===== src/rtl/acdc_pkg.sv =====
// Package for the converter correction and sample DMA block
package acdc_pkg;

	// Register offsets (byte addresses, one word each)
	localparam logic [7:0] REG_CFG      = 8'h00;
	localparam logic [7:0] REG_OFFSET   = 8'h04;
	localparam logic [7:0] REG_GAIN     = 8'h08;
	localparam logic [7:0] REG_DATA     = 8'h0c;
	localparam logic [7:0] REG_FLAG     = 8'h10;
	localparam logic [7:0] REG_MASK     = 8'h14;
	localparam logic [7:0] REG_DMA_CTRL = 8'h18;
	localparam logic [7:0] REG_DMA_BEG  = 8'h1c;
	localparam logic [7:0] REG_DMA_SIZE = 8'h20;
	localparam logic [7:0] REG_DMA_CUR  = 8'h24;

	// Configuration register fields
	localparam int CFG_EN_BIT      = 0;
	localparam int CFG_REFOUT_BIT  = 1;
	localparam int CFG_POS_LSB     = 4;
	localparam int CFG_NEG_LSB     = 8;
	localparam int CFG_WIDTH       = 12;

	// DMA control fields
	localparam int DMA_LOAD_BIT    = 0;
	localparam int DMA_WRAP_BIT    = 1;
	localparam int DMA_RESET_BIT   = 4;

	// Event flag positions
	localparam int FLAG_OVERRUN    = 0;
	localparam int FLAG_SATURATE   = 1;
	localparam int FLAG_FULL       = 2;
	localparam int FLAG_HALF       = 3;
	localparam int FLAG_DATA       = 4;
	localparam int FLAG_WIDTH      = 5;

	// Reset values, saturation limits and gain fraction bits
	localparam logic [15:0] OFFSET_RST = 16'h0000;
	localparam logic [15:0] GAIN_RST   = 16'h8000;
	localparam logic [15:0] SAT_MAX    = 16'h7fff;
	localparam logic [15:0] SAT_MIN    = 16'h8000;
	localparam int          GAIN_FRAC  = 15;

	// Pin configuration and input select decode
	localparam logic [3:0] PIN_ANALOG  = 4'h0;
	localparam int         NUM_PINS    = 7;
	localparam int         REF_PIN     = 6;
	localparam int         NUM_SRC     = 12;
	localparam logic [3:0] SEL_EXT_MAX = 4'h5;
	localparam logic [3:0] SEL_GND     = 4'h8;
	localparam logic [3:0] SEL_PAD_HALF = 4'hb;

	// DMA channel states
	typedef enum logic [1:0] {DMA_IDLE, DMA_RUN, DMA_DONE} acdc_dma_state_t;

	// One half-word write toward RAM
	typedef struct packed {
		logic [15:0] addr;
		logic [15:0] data;
	} acdc_ram_wr_t;

endpackage


===== src/rtl/acdc_top.sv =====
// Converter offset and gain correction with sample DMA channel
//
// Design decisions made here: the plain strobed port and the register offsets.
`timescale 1ns/1ps
module acdc_top (
	input  wire logic                   sys_clk_in,
	input  wire logic                   rst_b_in,
	input  wire logic [7:0]             reg_addr_in,
	input  wire logic [31:0]            reg_wdata_in,
	input  wire logic                   reg_wr_in,
	input  wire logic                   reg_rd_in,
	output logic      [31:0]            reg_rdata_out,
	input  wire logic                   conv_done_in,
	input  wire logic [15:0]            conv_raw_in,
	output logic                        conv_enable_out,
	output logic      [11:0]            pos_source_out,
	output logic      [11:0]            neg_source_out,
	output logic                        vref_drive_out,
	input  wire logic [6:0][3:0]        pin_config_fields_in,
	input  wire logic [6:0]             pin_raw_in,
	output logic      [6:0]             port_input_value_out,
	output logic      [6:0]             pin_digital_en_out,
	output acdc_pkg::acdc_ram_wr_t      ram_wr_out,
	output logic                        ram_req_out,
	input  wire logic                   ram_ready_in,
	output logic                        irq_out
);
	import acdc_pkg::*;

	logic [CFG_WIDTH-1:0]  cfg_r;
	logic [15:0]           offset_r;
	logic [15:0]           gain_r;
	logic [15:0]           result_r;
	logic [FLAG_WIDTH-1:0] flags_r;
	logic [FLAG_WIDTH-1:0] mask_r;
	logic                  wrap_r;
	logic [15:0]           beg_r;
	logic [15:0]           size_r;
	logic [15:0]           cur_r;
	logic [15:0]           count_r;
	acdc_dma_state_t       state_r;
	logic                  pend_r;
	logic [15:0]           corr_nxt;
	logic                  sat_nxt;
	logic                  wr_done;
	logic                  last_sample;
	logic                  half_sample;
	logic                  overrun_evt;
	logic [FLAG_WIDTH-1:0] set_evt;
	logic [FLAG_WIDTH-1:0] clr_mask;
	logic                  load_wr;
	logic                  reset_wr;
	logic [6:0]            pin_analog;

	// Input select decode to a one-hot source vector, all zero for codes 6, 7 and 12 to 15
	function automatic logic [11:0] decode_sel(input logic [3:0] code);
		logic [11:0] src;
		src = '0;
		if (code <= SEL_EXT_MAX) begin
			src[code] = 1'b1;
		end else if (code >= SEL_GND && code <= SEL_PAD_HALF) begin
			src[code - 4'h2] = 1'b1;
		end
		return src;
	endfunction

	// Offset add, gain multiply with clamp, then halving
	function automatic logic [16:0] correct(input logic [15:0] raw,
	                                        input logic [15:0] ofs,
	                                        input logic [15:0] gain);
		logic signed [16:0] sum;
		logic signed [33:0] prod;
		logic signed [33:0] scaled;
		logic        [15:0] clip;
		logic               sat;
		sum    = 17'(signed'(raw)) + 17'(signed'(ofs));
		prod   = 34'(sum) * 34'(signed'({1'b0, gain}));
		scaled = prod >>> GAIN_FRAC;
		sat    = 1'b0;
		clip   = scaled[15:0];
		if (scaled > 34'(signed'(SAT_MAX))) begin
			clip = SAT_MAX;
			sat  = 1'b1;
		end else if (scaled < 34'(signed'(SAT_MIN))) begin
			clip = SAT_MIN;
			sat  = 1'b1;
		end
		return {sat, clip[15], clip[15:1]};
	endfunction

	assign {sat_nxt, corr_nxt} = correct(conv_raw_in, offset_r, gain_r);

	// Source selection and converter enable
	assign conv_enable_out = cfg_r[CFG_EN_BIT];
	assign pos_source_out  = decode_sel(cfg_r[CFG_POS_LSB +: 4]);
	assign neg_source_out  = decode_sel(cfg_r[CFG_NEG_LSB +: 4]);

	// Analog pins are cut off from digital use and read as one
	always_comb begin
		for (int i = 0; i < NUM_PINS; i++) begin
			pin_analog[i]           = pin_config_fields_in[i] == PIN_ANALOG;
			port_input_value_out[i] = pin_analog[i] | pin_raw_in[i];
			pin_digital_en_out[i]   = ~pin_analog[i];
		end
	end

	// Internal reference reaches its pin only when safe
	assign vref_drive_out = cfg_r[CFG_EN_BIT] & cfg_r[CFG_REFOUT_BIT]
	                      & pin_analog[REF_PIN];

	// Register strobes
	assign load_wr  = reg_wr_in && reg_addr_in == REG_DMA_CTRL
	                && reg_wdata_in[DMA_LOAD_BIT];
	assign reset_wr = reg_wr_in && reg_addr_in == REG_DMA_CTRL
	                && reg_wdata_in[DMA_RESET_BIT];

	// Configuration and correction registers
	always_ff @(posedge sys_clk_in) begin
		if (!rst_b_in) begin
			cfg_r    <= '0;
			offset_r <= OFFSET_RST;
			gain_r   <= GAIN_RST;
			mask_r   <= '0;
			beg_r    <= '0;
			size_r   <= '0;
			wrap_r   <= 1'b0;
		end else if (reg_wr_in) begin
			unique case (reg_addr_in)
				REG_CFG:      cfg_r    <= reg_wdata_in[CFG_WIDTH-1:0];
				REG_OFFSET:   offset_r <= reg_wdata_in[15:0];
				REG_GAIN:     gain_r   <= reg_wdata_in[15:0];
				REG_MASK:     mask_r   <= reg_wdata_in[FLAG_WIDTH-1:0];
				REG_DMA_BEG:  beg_r    <= reg_wdata_in[15:0];
				REG_DMA_SIZE: size_r   <= reg_wdata_in[15:0];
				REG_DMA_CTRL: begin
					if (reg_wdata_in[DMA_LOAD_BIT]) begin
						wrap_r <= reg_wdata_in[DMA_WRAP_BIT];
					end
				end
				default: ;
			endcase
		end
	end

	// Latest corrected result
	always_ff @(posedge sys_clk_in) begin
		if (!rst_b_in) begin
			result_r <= '0;
		end else if (conv_done_in) begin
			result_r <= corr_nxt;
		end
	end

	// DMA progress terms
	assign wr_done     = ram_req_out & ram_ready_in;
	assign last_sample = count_r + 16'h0001 == size_r;
	assign half_sample = count_r + 16'h0001 == (size_r >> 1);
	assign overrun_evt = conv_done_in && (state_r == DMA_DONE || pend_r);

	// DMA channel: pointer, sample count and state
	always_ff @(posedge sys_clk_in) begin
		if (!rst_b_in) begin
			state_r <= DMA_IDLE;
			cur_r   <= '0;
			count_r <= '0;
		end else if (reset_wr) begin
			state_r <= DMA_IDLE;
			cur_r   <= beg_r;
			count_r <= '0;
		end else if (load_wr) begin
			state_r <= DMA_RUN;
			cur_r   <= beg_r;
			count_r <= '0;
		end else if (wr_done) begin
			if (last_sample) begin
				cur_r   <= beg_r;
				count_r <= '0;
				if (!wrap_r) begin
					state_r <= DMA_DONE;
				end
			end else begin
				cur_r   <= cur_r + 16'h0002;
				count_r <= count_r + 16'h0001;
			end
		end
	end

	// Pending half-word write, held until RAM accepts it
	always_ff @(posedge sys_clk_in) begin
		if (!rst_b_in) begin
			pend_r     <= 1'b0;
			ram_wr_out <= '0;
		end else if (reset_wr || load_wr) begin
			pend_r <= 1'b0;
		end else if (conv_done_in && state_r == DMA_RUN && !pend_r) begin
			pend_r          <= 1'b1;
			ram_wr_out.addr <= cur_r;
			ram_wr_out.data <= corr_nxt;
		end else if (wr_done) begin
			pend_r <= 1'b0;
		end
	end

	assign ram_req_out = pend_r && state_r == DMA_RUN;

	// Event sets and write-one clears
	always_comb begin
		set_evt                = '0;
		set_evt[FLAG_DATA]     = conv_done_in;
		set_evt[FLAG_SATURATE] = conv_done_in & sat_nxt;
		set_evt[FLAG_OVERRUN]  = overrun_evt;
		set_evt[FLAG_HALF]     = wr_done & half_sample;
		set_evt[FLAG_FULL]     = wr_done & last_sample;
		clr_mask               = '0;
		if (reg_wr_in && reg_addr_in == REG_FLAG) begin
			clr_mask = reg_wdata_in[FLAG_WIDTH-1:0];
		end
	end

	// Sticky flags; a set in the clearing cycle wins
	always_ff @(posedge sys_clk_in) begin
		if (!rst_b_in) begin
			flags_r <= '0;
		end else begin
			flags_r <= (flags_r & ~clr_mask) | set_evt;
		end
	end

	assign irq_out = |(flags_r & mask_r);

	// Read data, one cycle after the strobe
	always_ff @(posedge sys_clk_in) begin
		if (!rst_b_in) begin
			reg_rdata_out <= '0;
		end else if (reg_rd_in) begin
			unique case (reg_addr_in)
				REG_CFG:      reg_rdata_out <= 32'(cfg_r);
				REG_OFFSET:   reg_rdata_out <= 32'(offset_r);
				REG_GAIN:     reg_rdata_out <= 32'(gain_r);
				REG_DATA:     reg_rdata_out <= 32'(result_r);
				REG_FLAG:     reg_rdata_out <= 32'(flags_r);
				REG_MASK:     reg_rdata_out <= 32'(mask_r);
				REG_DMA_CTRL: reg_rdata_out <= 32'({wrap_r, state_r == DMA_RUN});
				REG_DMA_BEG:  reg_rdata_out <= 32'(beg_r);
				REG_DMA_SIZE: reg_rdata_out <= 32'(size_r);
				REG_DMA_CUR:  reg_rdata_out <= 32'(cur_r);
				default:      reg_rdata_out <= '0;
			endcase
		end else begin
			reg_rdata_out <= '0;
		end
	end
endmodule


===== config.mk =====
export PLATFORM = sky130hd
export DESIGN_NAME = acdc_top
export DESIGN_NICKNAME = d
export VERILOG_FILES = /design/src/rtl/acdc_pkg.sv /design/src/rtl/acdc_top.sv
export SDC_FILE = /design/constraint.sdc
export NUM_CORES = 1
export LEC_CHECK = 0
export BUFFER_PORTS_ARGS = -buffer_cell sky130_fd_sc_hd__buf_2
export CAP_MARGIN = 40
export CORE_MARGIN = 4
export CORE_UTILIZATION = 50
export CTS_BUF_LIST = sky130_fd_sc_hd__clkbuf_8 sky130_fd_sc_hd__clkbuf_16
export DETAILED_ROUTE_END_ITERATION = 8
export PLACE_DENSITY = 0.68
export SLEW_MARGIN = 10
export SYNTH_ARGS = -nofsm -noshare
export SYNTH_HDL_FRONTEND = slang
export SYNTH_SLANG_ARGS = --single-unit

===== constraint.sdc =====
create_clock -name sys_clk_in -period 24.4 [get_ports sys_clk_in]
set_input_delay 3.66 -clock sys_clk_in [delete_from_list [all_inputs] [get_ports sys_clk_in]]
set_output_delay 3.66 -clock sys_clk_in [all_outputs]
set_load 0.05 [all_outputs]

==> flow_summary_export.csv <==
group,metric,value,unit
run_status,status,"completed",
min_path,hold_path.class,"register to register",
cts,path_clk_slew,0.07,ns
routing,drtAntennaViolNets,0,
critical_path,cp.arrival,13.80,ns
timing,fin_crit,13.44,ns
routing,dr.pass1.iters,7,
yosys,netlist-cell-type-count,95,
power,vdd_drop_max,0.0445,mV
timing,timing.final.crit_share,55.1,%
timing,setup_violations,0,
placed_design,gp_congestion,0.945,
global_routing,grt_pass1_wl,102000,um
cts,clkSinkCount,184,
timing,hold_viol,0,
finish,drive_gt1_share,11.9,%
global_routing,grt_max_degree,68,
placed_design,portBuffers,170,
die,core_area,0.0412,sq mm
finish,final_nets,3071,
yosys,async_reset_ff_share,0,%
critical_path,crit_top_cell,"fa_1",
finish,area_growth,8.14,%
yosys,ys_ff_latch,184,
power,power.total,0.656,mW
global_routing,grt_pass1_vias,18500,
critical_path,cpMaxStageDelayCell,"xnor2_1",
cts,cts_root_buf,"clkbuf_16",
finish,seqCellArea,0.00368,sq mm
critical_path,critPathMaxStageDelay,0.79,ns
routing,wl,64000,um
routing,drc,0,
timing,finalMaxSlewViolations,0,
finish,layout_common_cells,"nand2_1, inv_1, fa_1",
power,power_density,28.9,mW/mm^2
yosys,synth_edf_count,0,
critical_path,cp_num_buf_inv,5,
yosys,synth_warnings,0,
timing,maxSlewHeadroom,33.1,%
timing,worst_pin_slew,1.00,ns
timing,rsz0062_at_grt,"no",
critical_path,start_kind,"input port",
global_routing,antenna_found_initial,4,
cts,clockBufferDepth,2,
yosys,synthCells,2530,
routing,avgViaCountPerCell,5.91,
yosys,avgSynthCellArea,8.30,sq um
cts,htreeDepth,4,
yosys,synth-seq-area-share,17.5,%
timing,skew,0.0123,ns
die,initial_utilization,51.0,%
cts,insertion_delay,0.44,ns
cts,tritoncts,"yes",
critical_path,critical_path_class,"input port to register",
routing,drtIter0Drc,2054,
routing,vias,18600,
critical_path,required,24.76,ns
timing,max_freq,74.4,MHz
die,die_w,213,um
die,die_h,213,um
critical_path,crit_fanout,19,
cts,cts_buffers,17,
finish,multi_input_area,0.0152,sq mm
routing,wl_per_cell,20.4,um
die,row_count,74,
yosys,synth_area,0.0210,sq mm
finish,final_common_cell,"nand2_1",
global_routing,grt.total_usage,28.5,%
die,ios,203,
die,design.die.area,0.0454,sq mm
cts,post-cts-setup-buffers,0,
critical_path,cp-end-kind,"register",
global_routing,overflow,0,
flow_run,cap_violations,0,
placed_design,hpwl,49500,um
cts,hold_buffers,0,
timing,finalSetupTns,0,ns
critical_path,cpLargestDelayFamily,"adder cells",
cts,postCtsResizedCells,0,
power,leakage,10.1,nW
finish,nFillCells,3803,
yosys,synthFlopType,"dfxtp_1",
==> cell type report <==
type                    count  share of cell area [%]
diodes                      1                  0.0110
multi-input cells        1809                    67.0
clock inverters            10                   0.325
repair buffers            214                    5.34
inverters                 371                    6.14
clock buffers              19                    1.99
well taps                 532                    2.93
flip-flops and latches    184                    16.2
==> synthesized netlist by cell type, types with 10 or more instances <==
cell type	instances	area share, %
a22oi_1	34	1.2
xor2_1	17	0.71
or3_1	11	0.33
nor3_1	32	0.76
a222oi_1	11	0.52
xnor2_1	56	2.3
clkbuf_1	146	2.6
nand3_1	61	1.5
nor4_1	21	0.63
or4_1	10	0.36
buf_4	18	0.64
dfxtp_1	184	18
ha_1	105	6.3
nand2b_1	19	0.57
inv_1	371	6.6
o211ai_1	20	0.71
a21oi_1	149	3.6
o31ai_1	12	0.43
fa_1	272	26
a31oi_2	10	0.60
and3_1	29	0.86
nor2b_1	36	1.1
and2_1	98	2.9
a31oi_1	39	1.2
a32oi_1	12	0.50
a311oi_1	11	0.46
o21ai_0	73	1.7
nand2_1	393	7.0
nor2_1	73	1.3
==> state kept, by name, summed over array words and instances (netlist names), 15 cells and up <==
register,flops
cur_r,16
ram_wr_out,31
reg_rdata_out,16
gain_r,16
beg_r,16
size_r,16
result_r,15
count_r,16
offset_r,16
==> worst register-to-register path: cells and delay by family, from the launching register on <==
family,cells,cell delay (ns)
flip-flops,1,0.45
AO/OA/AOI/OAI,12,3.29
buffers and inverters,4,0.32
XOR/XNOR,2,1.01
AND/OR/NAND/NOR,6,1.70
adder cells (fa/ha/maj),8,3.78
==> power breakdown <==
group          leakage (nW)  internal, mW  switching, mW  total, mW
clock                 0.257         0.135          0.121      0.256
sequential             1.49         0.303        0.00393      0.307
combinational          8.41        0.0284         0.0646     0.0930
total                  10.1         0.466          0.190      0.656
==> metal layers <==
metal	vias to the layer above	GRT usage (%)	part of all wire, %
met1	9180	38.4	40
met5	-	0	0.020
met2	815	46.4	47
met3	149	5.23	8.7
li1	8421	-	-
met4	2	9.97	3.8
==> path summary, 6_finish.rpt <==
| path | start | to | slack (ns) | cells after the start |
|---|---|---|---|---|
| max | conv_raw_in[0] | ram_wr_out[1]$_SDFFE_PN0P_ | 10.96 | 33 |
| min | ram_wr_out[26]$_SDFFE_PN0P_ | ram_wr_out[26]$_SDFFE_PN0P_ | 0.46 | 2 |
| max reg2reg | offset_r[0]$_SDFFE_PN0P_ | ram_wr_out[1]$_SDFFE_PN0P_ | 13.75 | 32 |
| min reg2reg | ram_wr_out[26]$_SDFFE_PN0P_ | ram_wr_out[26]$_SDFFE_PN0P_ | 0.46 | 2 |
==> kinds of logic (layout without fill, tap and decap cells) <==
| kind of cell | count (synthesis) | after routing | synth area share (%) |
|---|---|---|---|
| and+or+nand+nor | 832 | 832 | 19.3 |
| buffers and inverters | 552 | 614 | 10.4 |
| AOI/OAI and AO/OA | 488 | 488 | 16.0 |
| adders and majority gates | 383 | 383 | 32.5 |
| DFF | 184 | 184 | 17.5 |
| xor gates and xnor gates | 83 | 83 | 3.97 |
| muxes | 7 | 7 | 0.351 |
| other | 1 | 17 | 0.0179 |
==> stage by stage <==
stage | area [sq um] | std cells | hold slack (ns) | utilization (%) | setup WS (ns)
final | 22700 | 3140 | 0.458 | 55.1 | 10.96
after global placement | 22100 | 3100 | 0.446 | 53.6 | 10.62
after detailed placement | 22200 | 3107 | 0.447 | 53.8 | 10.51
after global routing | 22700 | 3140 | 0.480 | 55.1 | 10.34
after CTS | 22700 | 3136 | 0.458 | 55.1 | 10.96
after floorplan | 21100 | 2545 | 0.436 | - | 12.14
(Power assumes the default switching activity.)
